<file path="src/hw/lock_gate_cfg.svh">
// Register offsets, field positions and reset values of the output driver bank
`ifndef LOCK_GATE_CFG_SVH
`define LOCK_GATE_CFG_SVH

// ---------------------------------------------------------------------------
// Register offsets
// ---------------------------------------------------------------------------
`define DRIVER_CTRL_CH6_OFS        10'h0f6
`define DRIVER_CTRL_CH7_OFS        10'h0f7
`define DRIVER_CTRL_CH8_OFS        10'h0f8
`define DRIVER_CTRL_CH9_OFS        10'h0f9
`define DRIVER_CTRL_CH10_OFS       10'h0fa
`define DRIVER_CTRL_CH11_OFS       10'h0fb
`define LOCK_GATE_ENABLE_LOW_OFS   10'h0fc
`define LOCK_GATE_ENABLE_HIGH_OFS  10'h0fd

// ---------------------------------------------------------------------------
// Driver control field positions
// ---------------------------------------------------------------------------
`define DRV_FORMAT_BIT             7
`define DRV_CMOS_B_ON_BIT          6
`define DRV_CMOS_A_ON_BIT          5
`define DRV_POL_B_BIT              4
`define DRV_POL_A_BIT              3
`define DRV_VOD_HI_BIT             2
`define DRV_VOD_LO_BIT             1
`define DRV_PWRDN_BIT              0

// ---------------------------------------------------------------------------
// Reset values
// ---------------------------------------------------------------------------
`define DRIVER_CTRL_RESET          8'h64
`define LOCK_GATE_LOW_RESET        8'h00
`define LOCK_GATE_HIGH_RESET       8'h00
`define LOCK_GATE_HIGH_MASK        8'h0f
`define READ_UNMAPPED_VALUE        8'h00

`endif

</file>
<file path="src/hw/lock_gate_pkg.sv">
// Types shared by the output driver bank modules
package lock_gate_pkg;

    typedef enum logic {
        FORMAT_PECL,
        FORMAT_CMOS
    } out_format_t;

    typedef struct packed {
        out_format_t format;
        logic        cmos_b_on;
        logic        cmos_a_on;
        logic        pol_b;
        logic        pol_a;
        logic [1:0]  vod_sel;
        logic        pwrdn;
    } driver_ctrl_t;

endpackage

</file>
<file path="src/hw/driver_chan_if.sv">
// Signals between the register bank and one output channel decoder
`timescale 1ns/1ps
interface driver_chan_if;
    import lock_gate_pkg::*;

    driver_ctrl_t ctrl;
    logic         gate_en;
    logic         lock_level;
    logic         other_pwrdn;
    logic         enable;
    logic         a_invert;
    logic         b_invert;
    logic         a_on;
    logic         b_on;

    modport bank (
        output ctrl,
        output gate_en,
        output lock_level,
        output other_pwrdn,
        input  enable,
        input  a_invert,
        input  b_invert,
        input  a_on,
        input  b_on
    );

    modport chan (
        input  ctrl,
        input  gate_en,
        input  lock_level,
        input  other_pwrdn,
        output enable,
        output a_invert,
        output b_invert,
        output a_on,
        output b_on
    );
endinterface

</file>
<file path="src/hw/output_chan_decode.sv">
// Polarity, pin-on and lock-gated enable decode for one output channel
`timescale 1ns/1ps
module output_chan_decode
    import lock_gate_pkg::*;
(
    driver_chan_if.chan ch
);

    // -----------------------------------------------------------------------
    // Enable gating, purely combinational
    // -----------------------------------------------------------------------
    always_comb begin
        ch.enable = ~ch.ctrl.pwrdn
                  & ~ch.other_pwrdn
                  & ~(ch.gate_en & ~ch.lock_level);
    end

    // -----------------------------------------------------------------------
    // Polarity and pin-on decode
    // -----------------------------------------------------------------------
    always_comb begin
        ch.a_invert = ch.ctrl.pol_a;
        if (ch.ctrl.format == FORMAT_CMOS) begin
            ch.b_invert = ch.ctrl.pol_b ^ ch.ctrl.pol_a;
            ch.a_on     = ch.enable & ch.ctrl.cmos_a_on;
            ch.b_on     = ch.enable & ch.ctrl.cmos_b_on;
        end else begin
            ch.b_invert = ~ch.ctrl.pol_a;
            ch.a_on     = ch.enable;
            ch.b_on     = ch.enable;
        end
    end

endmodule // output_chan_decode

</file>
<file path="src/hw/lock_gated_output_enable.sv">
// Driver control registers for clock outputs six to eleven, lock-gate registers for outputs zero to eleven
//
// Summary of operation
// - Six 8-bit driver control registers, consecutive
// - Gate bit clear: lock level ignored
// - Gate bit set: enable follows lock level
// - Low gate register: outputs zero to seven
// - High gate register: outputs eight to eleven
// - Polarity bits with format select pin inversion
// - Bit zero forces driver safe power-down
`timescale 1ns/1ps
`include "lock_gate_cfg.svh"
module lock_gated_output_enable
    import lock_gate_pkg::*;
#(
    parameter int ADDR_W  = 10,
    parameter int N_CTRL  = 6,
    parameter int N_OUT   = 12,
    parameter int FIRST_C = 6
) (
    input  wire logic                   clk,
    input  wire logic                   resetn,
    input  wire logic [ADDR_W-1:0]      reg_addr,
    input  wire logic                   reg_wr,
    input  wire logic [7:0]             reg_wdata,
    input  wire logic                   reg_rd,
    output logic      [7:0]             reg_rdata,
    output logic                        reg_rvalid,
    input  wire logic                   current_source_lock_signal,
    input  wire logic [N_OUT-1:0]       other_pwrdn,
    output logic      [N_OUT-1:0]       drive_enable,
    output logic      [N_CTRL-1:0]      a_invert,
    output logic      [N_CTRL-1:0]      b_invert,
    output logic      [N_CTRL-1:0]      a_on,
    output logic      [N_CTRL-1:0]      b_on,
    output logic      [N_CTRL-1:0]      cmos_mode,
    output logic      [N_CTRL-1:0][1:0] vod_sel
);

    // -----------------------------------------------------------------------
    // Address decode helpers
    // -----------------------------------------------------------------------
    localparam logic [ADDR_W-1:0] CTRL_BASE = `DRIVER_CTRL_CH6_OFS;
    localparam logic [ADDR_W-1:0] CTRL_LAST = `DRIVER_CTRL_CH11_OFS;

    function automatic logic is_ctrl(input logic [ADDR_W-1:0] a);
        return (a >= CTRL_BASE) && (a <= CTRL_LAST);
    endfunction

    function automatic logic [2:0] ctrl_index(input logic [ADDR_W-1:0] a);
        logic [ADDR_W-1:0] diff;
        diff = a - CTRL_BASE;
        return diff[2:0];
    endfunction

    // Enable for a gated output with no local control register
    function automatic logic gated_enable(input logic gate,
                                          input logic lock_lvl,
                                          input logic pd);
        return ~pd & ~(gate & ~lock_lvl);
    endfunction

    // -----------------------------------------------------------------------
    // Register state
    // -----------------------------------------------------------------------
    driver_ctrl_t [N_CTRL-1:0] ctrl_q;
    driver_ctrl_t [N_CTRL-1:0] ctrl_d;
    logic         [7:0]        gate_low_q;
    logic         [7:0]        gate_low_d;
    logic         [3:0]        gate_high_q;
    logic         [3:0]        gate_high_d;
    logic         [7:0]        rdata_q;
    logic                      rvalid_q;
    logic         [7:0]        rdata_d;
    logic         [N_OUT-1:0]  gate_all;
    logic                      hit_ctrl;
    logic                      hit_low;
    logic                      hit_high;

    logic wr_ctrl;
    logic wr_low;
    logic wr_high;

    // -----------------------------------------------------------------------
    // Address hits, shared by the write and read paths
    // -----------------------------------------------------------------------
    // Both strobes may hit in one cycle; the read then sees the old value
    assign hit_ctrl = is_ctrl(reg_addr);
    assign hit_low  = (reg_addr == `LOCK_GATE_ENABLE_LOW_OFS);
    assign hit_high = (reg_addr == `LOCK_GATE_ENABLE_HIGH_OFS);

    assign wr_ctrl = reg_wr & hit_ctrl;
    assign wr_low  = reg_wr & hit_low;
    assign wr_high = reg_wr & hit_high;

    // -----------------------------------------------------------------------
    // Driver control registers
    // -----------------------------------------------------------------------
    // Only offsets that pass is_ctrl reach the index, so it stays below six
    always_comb begin
        ctrl_d = ctrl_q;
        if (wr_ctrl) begin
            ctrl_d[ctrl_index(reg_addr)] = driver_ctrl_t'(reg_wdata);
        end
    end

    always_ff @(posedge clk or negedge resetn) begin
        if (!resetn) begin
            for (int i = 0; i < N_CTRL; i++) begin
                ctrl_q[i] <= driver_ctrl_t'(`DRIVER_CTRL_RESET);
            end
        end else begin
            ctrl_q <= ctrl_d;
        end
    end

    // -----------------------------------------------------------------------
    // Lock-gate enable registers
    // -----------------------------------------------------------------------
    // Upper nibble of the high register has no storage
    always_comb begin
        gate_low_d  = gate_low_q;
        gate_high_d = gate_high_q;
        if (wr_low) begin
            gate_low_d = reg_wdata;
        end
        if (wr_high) begin
            gate_high_d = reg_wdata[3:0];
        end
    end

    always_ff @(posedge clk or negedge resetn) begin
        if (!resetn) begin
            gate_low_q <= `LOCK_GATE_LOW_RESET;
        end else begin
            gate_low_q <= gate_low_d;
        end
    end

    always_ff @(posedge clk or negedge resetn) begin
        if (!resetn) begin
            gate_high_q <= 4'(`LOCK_GATE_HIGH_RESET);
        end else begin
            gate_high_q <= gate_high_d;
        end
    end

    assign gate_all = {gate_high_q, gate_low_q};

    // -----------------------------------------------------------------------
    // Read path
    // -----------------------------------------------------------------------
    // Offsets outside the bank read as zero
    always_comb begin
        rdata_d = `READ_UNMAPPED_VALUE;
        if (hit_ctrl) begin
            rdata_d = ctrl_q[ctrl_index(reg_addr)];
        end else if (hit_low) begin
            rdata_d = gate_low_q;
        end else if (hit_high) begin
            rdata_d = {4'h0, gate_high_q} & `LOCK_GATE_HIGH_MASK;
        end
    end

    always_ff @(posedge clk or negedge resetn) begin
        if (!resetn) begin
            rdata_q <= 8'h00;
        end else if (reg_rd) begin
            rdata_q <= rdata_d;
        end
    end

    always_ff @(posedge clk or negedge resetn) begin
        if (!resetn) begin
            rvalid_q <= 1'b0;
        end else begin
            rvalid_q <= reg_rd;
        end
    end

    assign reg_rdata  = rdata_q;
    assign reg_rvalid = rvalid_q;

    // -----------------------------------------------------------------------
    // Outputs without a local control register
    // -----------------------------------------------------------------------
    // Lock level goes straight to the enable; no clock on this path
    for (genvar o = 0; o < FIRST_C; o++) begin : g_bare
        assign drive_enable[o] = gated_enable(gate_all[o],
                                              current_source_lock_signal,
                                              other_pwrdn[o]);
    end

    // -----------------------------------------------------------------------
    // Channels with local control registers
    // -----------------------------------------------------------------------
    for (genvar c = 0; c < N_CTRL; c++) begin : g_chan
        driver_chan_if chan_if ();

        assign chan_if.ctrl        = ctrl_q[c];
        assign chan_if.gate_en     = gate_all[FIRST_C + c];
        assign chan_if.lock_level  = current_source_lock_signal;
        assign chan_if.other_pwrdn = other_pwrdn[FIRST_C + c];

        output_chan_decode u_decode (
            .ch (chan_if.chan)
        );

        assign drive_enable[FIRST_C + c] = chan_if.enable;
        assign a_invert[c]               = chan_if.a_invert;
        assign b_invert[c]               = chan_if.b_invert;
        assign a_on[c]                   = chan_if.a_on;
        assign b_on[c]                   = chan_if.b_on;
        assign cmos_mode[c]              = (ctrl_q[c].format == FORMAT_CMOS);
        assign vod_sel[c]                = ctrl_q[c].vod_sel;
    end

endmodule // lock_gated_output_enable

</file>
<file path="config.mk">
export PLATFORM = sky130hd
export DESIGN_NAME = lock_gated_output_enable
export DESIGN_NICKNAME = d
export VERILOG_FILES = /design/src/hw/lock_gate_pkg.sv /design/src/hw/driver_chan_if.sv /design/src/hw/output_chan_decode.sv /design/src/hw/lock_gated_output_enable.sv
export VERILOG_INCLUDE_DIRS = /design/src /design/src/hw
export SDC_FILE = /design/constraint.sdc
export NUM_CORES = 1
export LEC_CHECK = 0
export ABC_AREA = 1
export BUFFER_PORTS_ARGS = -buffer_cell sky130_fd_sc_hd__buf_2
export CAP_MARGIN = 40
export CORE_MARGIN = 4
export CORE_UTILIZATION = 45
export CTS_CLUSTER_DIAMETER = 50
export DETAILED_ROUTE_END_ITERATION = 10
export PLACE_DENSITY = 0.69
export SLEW_MARGIN = 10
export SYNTH_ARGS = -nofsm -noshare
export SYNTH_HDL_FRONTEND = slang
export SYNTH_SLANG_ARGS = --single-unit
</file>
<file path="constraint.sdc">
create_clock -name clk -period 1.2 [get_ports clk]
set_input_delay 0.06 -clock clk [delete_from_list [all_inputs] [get_ports clk]]
set_output_delay 0.06 -clock clk [all_outputs]
set_load 0.01 [all_outputs]
</file>
==> metrics.md, run 1 <==
| Metric | Value |
|---|---|
| Setup crit start | `ctrl_q[0]$_DFFE_PN0P_` |
| Hold path start | `reg_wr` |
| Final Cell Area | `~5600 um2` |
| Clk sink count | `69` |
| Worst Hold Class | `primary input to register` |
| GRT overflow | `0` |
| CTS tree | `yes` |
| GRT Total Usage | `23.7%` |
| Die Width | `around 100 um` |
| Worst Setup Path Type | `register to primary output` |
| Total CTS buffers | `9` |
| Mapped cell area | `slightly above 4000 um2` |
| First-pass GRT wire length | `between 15 and 20 mm` |
| P per Cell Area | `980 nW/um2` |
| Number of synthesized flops with an enable pin | `0` |
| Hold_ws | `0.196 ns` |
| Tightest Pin Transition | `slightly below 0.4 ns` |
| Final Max Tran Viols | `0` |
| Switching portion of total power | `24.9%` |
| Port bufs | `97` |
| Core Util, Final | `63.8%` |
| Die Y | `103 um` |
| VDD IR max | `670 uV` |
| Share of layout cells above drive strength 1 | `~44%` |
| Area growth syn-to-layout | `37.1%` |
| Outcome | `complete, but fails checks` |
| Sequential-to-total area share from yosys stat | `42.7%` |
| Tcrit/Tclk final | `121%` |
| XOR/XNOR Fraction of Synth Area | `1.28%` |
| Sequential share of power | `43.8%` |
| Synth Area in Adders | `0.915%` |
| Number of distinct library cells after synthesis | `28` |
| Largest net degree at the start of global routing | `70` |
| Worst r2r src | `cmos_mode[3]$_DFFE_PN0P_` |
| Clock transition at path regs | `0.07 ns` |
| Synth Area in Compound Gates | `slightly below 8%` |
| RSZ-0062 raised after global routing | `yes` |
| Synth area leader | `dfrtp_1` |
| Final Setup Violations | `22` |
| Core area | `8810 um2` |
| CP endpoint kind | `primary output` |
| Via count | `4122` |
| Antenna viol nets, final | `0` |
| P_leak | `between 2 and 3 nW` |
| Post-route setup slack | `-0.250 ns` |
| Slew HR | `74.1%` |
| Cell Count Post-Placement | `approximately 740` |
| Die Footprint | `10700 um2` |
| Starting Density | `46.6%` |
| Psw | `1.37 mW` |
| Vias in the first global route | `3835` |
| Clk_lat worst skew | `around 0.36 ns` |
| Residual DRC | `0` |
| DP Area | `approximately 4600 um2` |
| Internal power | `4.13 mW` |
| Worst EP arrival | `1.39 ns` |
| Clock buffer depth | `2` |
| Vias per Instance | `5.17` |
| Max Fclk | `690 MHz` |
| Final clock skew | `0.00833 ns` |
| Synth area leaders | `dfrtp_1 (31%), nand2_1 (20%), dfstp_2 (12%)` |
| Main flop type after synthesis | `dfrtp_1` |
| N_diodes | `0` |
| GP Congestion | `0.970` |
| DP HPWL | `8.93 mm` |
| Clk pwr share | `42.1%` |
| Critical path required time | `1.14 ns` |
| Routed WL | `~13 mm` |
| Synth async-reset ratio | `100%` |
| Row cnt | `34` |
| Flops & latches, synth | `69` |
| Post-Synth Simple-Gate Area | `about a third` |
| Fin Setup TNS | `-2.33 ns` |
| Ys Warns | `0` |
| Finished Layout Cells | `797` |
| Initial antenna violation count | `0` |
| H-tree depth | `3` |
| Crit-path max FO | `2` |
| Post-synth top area share | `between 30 and 40%` |
| Hold Fails Final Rpt | `0` |
| Multiplexer share of the synthesized area | `0%` |
| Final min period | `approximately 1.5 ns` |
| IO Pins | `98` |
| Crit path launch type | `register` |
| Failing checks | `setup timing` |
| Mapped Cells | `556` |
| NumNets Final | `722` |
| Count leader, synth | `nand2_1` |
| Mapped Nets | `594` |
| Comb pwr share | `14.1%` |
| Largest family of logic cells by synthesized area | `simple AND/OR/NAND/NOR gates` |
| 1st-pass router iterations | `6` |
| CTS root buf | `clkbuf_8` |
| Initial detailed-routing violation count | `348` |
| Max-cap viol count | `0` |
| Top cells by count, synth | `nand2_1 (215), inv_1 (57), dfrtp_1 (51), buf_4 (49)` |
| Wire per inst | `15.9 um` |
| Avg Inst Size Synth | `7.37 um2` |
-- logic make-up after synthesis --
kind of cell / count (synthesis)
and+or+nand+nor: 295
AOI/OAI and AO/OA: 63
buffers and inverters: 120
xor gates and xnor gates: 6
adders and majority gates: 3
DFF: 69
-- worst paths after layout --
check | endpoint | slack, ns | cells after the start
worst min-delay path | vod_sel[3]$_DFFE_PN1P_ | 0.20 | 3
min in group asynchronous | ctrl_q[27]$_DFFE_PN0P_ | 0.26 | 3
max in group asynchronous | vod_sel[1]$_DFFE_PN1P_ | 0.60 | 3
worst min register to register | reg_rdata[0]$_DFFE_PN0P_ | 0.48 | 2
worst max-delay path | a_on[0] | -0.25 | 4
worst max register to register | reg_rdata[7]$_DFFE_PN0P_ | 0 | 7
-- flip-flops by register name, summed over array words and instances (netlist names) --
| register | count |
|---|---|
| ctrl_q | 30 |
| gate_low_q | 8 |
| cmos_mode | 6 |
| vod_sel | 12 |
| reg_rdata | 8 |
| reg_rvalid | 1 |
| gate_high_q | 4 |
-- layer usage --
layer	track usage, %	up-vias	routed length, um
li1	-	1949	-
met1	31.6	1936	5400
met2	38.0	203	5970
met3	3.82	34	939
met4	10.4	0	399
met5	0	-	0
-- critical path, cell delays in order, from the launching register on --
cell and delay, ns:
dfrtp_1 0.43, nor3_4 0.24, inv_2 0.07, a21oi_2 0.14
buf_2 0.15
-- what timing repair did --
item / CTS / global route
setup buffers: 27 / 9
hold buffers: 10 / 0
pin swaps: 16 / 36
endpoints found under the setup margin: 22 / 35
hold endpoints to repair: 75 / 0
gates resized for setup: 37 / 79
-- layout by cell type (no fill, tap or decap), types with 2 or more instances in the layout --
| master | n |
|---|---|
| clkbuf_1 | 2 |
| buf_4 | 56 |
| nand3_1 | 15 |
| o21ai_0 | 25 |
| a21oi_1 | 5 |
| o21ai_2 | 3 |
| dfrtp_1 | 46 |
| ha_1 | 3 |
| bufinv_16 | 3 |
| buf_6 | 17 |
| nand4_2 | 2 |
| nor2_1 | 17 |
| inv_1 | 41 |
| nand2_4 | 7 |
| nor2_2 | 12 |
| nand4_1 | 9 |
| inv_2 | 16 |
| dfstp_2 | 18 |
| a21oi_2 | 13 |
| buf_12 | 6 |
| nand2_1 | 193 |
| xnor2_2 | 5 |
| dfrtp_2 | 5 |
| dlygate4sd3_1 | 10 |
| buf_2 | 89 |
| nand2_2 | 19 |
| nor3_4 | 4 |
| clkbuf_8 | 10 |
| nor2_4 | 3 |
| nand3_2 | 10 |
| o21ai_1 | 17 |
-- cell type report --
| type | instances | area (um2) |
|---|---|---|
| Clock buffer | 12 | 145 |
| Fill cell | 735 | 3190 |
| Sequential cell | 69 | 1760 |
| Inverter | 59 | 224 |
| Multi-Input combinational cell | 367 | 1990 |
| Timing Repair Buffer | 178 | 1280 |
| Tap cell | 108 | 135 |
| Clock inverter | 4 | 95.1 |
-- power groups by stage --
stage | Sequential, mW | Combinational (mW) | Clock, mW
3_5_place_dp | 2.45 | 0.632 | 0
3_3_place_gp | 2.45 | 0.622 | 0
6_report | 2.41 | 0.779 | 2.32
5_1_grt | 2.42 | 0.847 | 2.45
4_1_cts | 2.41 | 0.705 | 2.34
2_1_floorplan | 2.45 | 0.349 | 0
-- metrics by stage --
stage | setup slack (ns) | power (mW)
floorplan | 0.0275 | 2.80
global placement | -0.0973 | 3.07
detailed placement | -0.195 | 3.09
CTS | -0.292 | 5.45
global route | -0.313 | 5.71
finish | -0.250 | 5.51
Note: power is estimated with default switching activity, not from simulation.
==> run 2, diff against run 1 <==
PLACE_DENSITY = 0.68   (was 0.69)
SYNTH_HIERARCHICAL = 1   (was not set)
==> metrics.md, run 2 <==
| Metric | Value |
|---|---|
| RSZ-0062 raised after global routing | `yes` |
| Die Y | `107 um` |
| Starting Density | `47.0%` |
| CP delay by family, top | `flip-flops` |
| Most frequent cells in the layout | `nand2_1 (190), buf_2 (95), buf_4 (58)` |
| WP buf/inv | `1` |
| CTS root buf | `clkbuf_8` |
| Hold Fails Final Rpt | `0` |
| Final Cell Area | `5560 um2` |
| Final min period | `approximately 1.3 ns` |
| Clock transition at path regs | `0.08 ns` |
| Slowest Stage Delay on Critical Path | `between 0.5 and 0.6 ns` |
| Share of layout cells above drive strength 1 | `40.8%` |
| Most used cell, CP | `nor2_2` |
| Final clock skew | `0.0142 ns` |
| Core area | `9370 um2` |
| Largest Register | `ctrl_q` |
| P_leak | `slightly above 3 nW` |
| Top cells by count, synth | `nand2_1 (214), inv_1 (64), buf_4 (58), nor2_1 (55), dfrtp_1 (51)` |
| Worst Setup Path Type | `register to primary output` |
| CTS tree | `yes` |
| 1st-pass router iterations | `5` |
| Clk sink count | `69` |
| Routed WL | `about 13 mm` |
| VDD IR max | `approximately 520 uV` |
| Largest net degree at the start of global routing | `70` |
| Count leader, synth | `nand2_1` |
| Vias per Instance | `between 4 and 5` |
| Area of the multi-input gates | `2040 um2` |
| Flops & latches, synth | `69` |
| N_diodes | `0` |
| Die Width | `107 um` |
| Mapped Nets | `647` |
| NumNets Final | `763` |
| Tcrit/Tclk final | `105%` |
| Avg Inst Size Synth | `approximately 7.2 um2` |
| Crit path launch type | `register` |
| Mapped Cells | `609` |
| Clock buffer depth | `2` |
| Via count | `~4200` |
| DP Area | `4850 um2` |
| Crit-path max FO | `2` |
| IO Pins | `98` |
| Worst Hold Class | `primary input to register` |
| Synth area leader | `dfrtp_1` |
| Residual DRC | `0` |
| Vias in the first global route | `approximately 4000` |
| Main flop type after synthesis | `dfrtp_1` |
| Area growth syn-to-layout | `26.1%` |
| Total CTS buffers | `9` |
| Number of synthesized flops with an enable pin | `0` |
| CP endpoint kind | `primary output` |
| Worst EP arrival | `1.20 ns` |
| Commonest non-fill, non-tap cell in the layout | `nand2_1` |
| Fillers | `904` |
| Port bufs | `a little under 100` |
| Max-cap viol count | `0` |
| Max Fclk | `792 MHz` |
| Outcome | `complete, but fails checks` |
| Sequential-to-total area share from yosys stat | `39.7%` |
| Mapped cell area | `between 4000 and 5000 um2` |
| Number of flip-flops in the largest register | `30` |
| DP HPWL | `between 9 and 10 mm` |
| Synth area leaders | `dfrtp_1 (29%), nand2_1 (18%), dfstp_2 (11%)` |
| Register area | `1760 um2` |
| P per Cell Area | `between 800 and 900 nW/um2` |
| GP Congestion | `0.893` |
| Tightest Pin Transition | `0.372 ns` |
| Failing checks | `setup timing` |
| Critical path required time | `about 1.1 ns` |
| Initial antenna violation count | `0` |
| CP cell instances | `nor2_2 -> nor2_2 -> buf_2` |
| Slew HR | `75.2%` |
| First-pass GRT wire length | `about 20 mm` |
| Final Max Tran Viols | `0` |
| Total Power | `4.85 mW` |
| GRT overflow | `0` |
| GRT Total Usage | `between 20 and 25%` |
| Post-route setup slack | `-0.0624 ns` |
| Die Footprint | `approximately 11000 um2` |
| Clk_lat worst skew | `0.34 ns` |
| Number of distinct library cells after synthesis | `31` |
| Antenna viol nets, final | `0` |
| Wire per inst | `15.0 um` |
| Final Setup Violations | `11` |
| Synth async-reset ratio | `between 90% and 100%` |
| Post-synth top area share | `29.0%` |
| Worst path slowest cell | `dfstp_2` |
| H-tree depth | `3` |
| Row cnt | `35` |
| Initial detailed-routing violation count | `224` |
| Ys Warns | `6` |
-- run 2: changes by cell type after synthesis, moves of 5 or more --
cell | before | now
xnor2_1 | 5 | 0
nor2_1 | 29 | 55
inv_1 | 57 | 64
nor2_4 | 0 | 5
a21oi_1 | 18 | 6
buf_4 | 49 | 58
nand3_1 | 23 | 42
o21ai_2 | 0 | 8
-- run 2: power by group --
group / leakage, nW / switching (mW) / internal [mW]
combinational: 2.08 / 0.452 / 0.280
sequential: 0.872 / 0.0375 / 2.38
clock: 0.0880 / 0.903 / 0.798
-- run 2: layer usage --
metal / vias up / part of all wire [%] / track usage, %
met4: 0 / 1.6 / 6.03
met3: 16 / 5.8 / 3.31
met5: - / 0 / 0
met1: 1972 / 44 / 31.2
met2: 145 / 49 / 37.9
li1: 2065 / - / -
-- run 2: final timing paths --
| kind | from | endpoint | slack [ns] | cells past startpoint |
|---|---|---|---|---|
| max | ctrl_q[38]$_DFFE_PN1P_ | b_on[4] | -0.06 | 3 |
| min | reg_wdata[2] | vod_sel[3]$_DFFE_PN1P_ | 0.02 | 3 |
| max reg2reg | ctrl_q[24]$_DFFE_PN0P_ | reg_rdata[0]$_DFFE_PN0P_ | 0.02 | 9 |
| min reg2reg | reg_rdata[3]$_DFFE_PN0P_ | reg_rdata[3]$_DFFE_PN0P_ | 0.47 | 2 |
| min in group asynchronous | resetn | ctrl_q[16]$_DFFE_PN0P_ | 0.25 | 3 |
| max in group asynchronous | resetn | vod_sel[11]$_DFFE_PN1P_ | 0.59 | 3 |
-- run 2: timing repair --
action                                  4_1_cts  5_1_grt
endpoints found under the setup margin       19       31
setup buffers                                28        9
hold endpoints to repair                     52        0
cloned                                        0        0
pin swaps                                     9       41
hold buffers                                  2        0
resized for setup                            19       65
-- run 2: logic make-up after synthesis --
kind of cell	Yosys count	synth area share, %
adders and majority gates	3	0.852
AOI/OAI and AO/OA	58	7.53
DFF	69	39.7
buffers and inverters	137	17.9
and+or+nand+nor	342	34.1
-- run 2: layout make-up --
type,count,share of cell area (%)
timing repair buffer,174,20.9
tap,129,2.90
sequential,69,31.6
multi-input combinational,403,36.6
clock inverter,6,0.698
inverter,68,4.73
clock buffer,10,2.48
-- run 2: worst min-delay path, cell delays in order --
cell,delay (ns)
buf_2,0.16
nand2_1,0.08
nand2_1,0.05
-- run 2: through the flow --
stage / instances / TNS (ns) / worst slack (ns) / utilization, % / hold WS (ns)
after floorplan: 609 / 0 / 0.0171 / - / -0.236
after global routing: 859 / -1.84 / -0.133 / 59.3 / 0.00184
after detailed placement: 805 / -3.09 / -0.127 / 51.7 / 0.105
after global placement: 805 / -1.14 / -0.153 / 51.7 / 0.105
final: 859 / -0.240 / -0.0624 / 59.3 / 0.0175
after CTS: 850 / -0.236 / -0.0694 / 56.4 / 0.00176
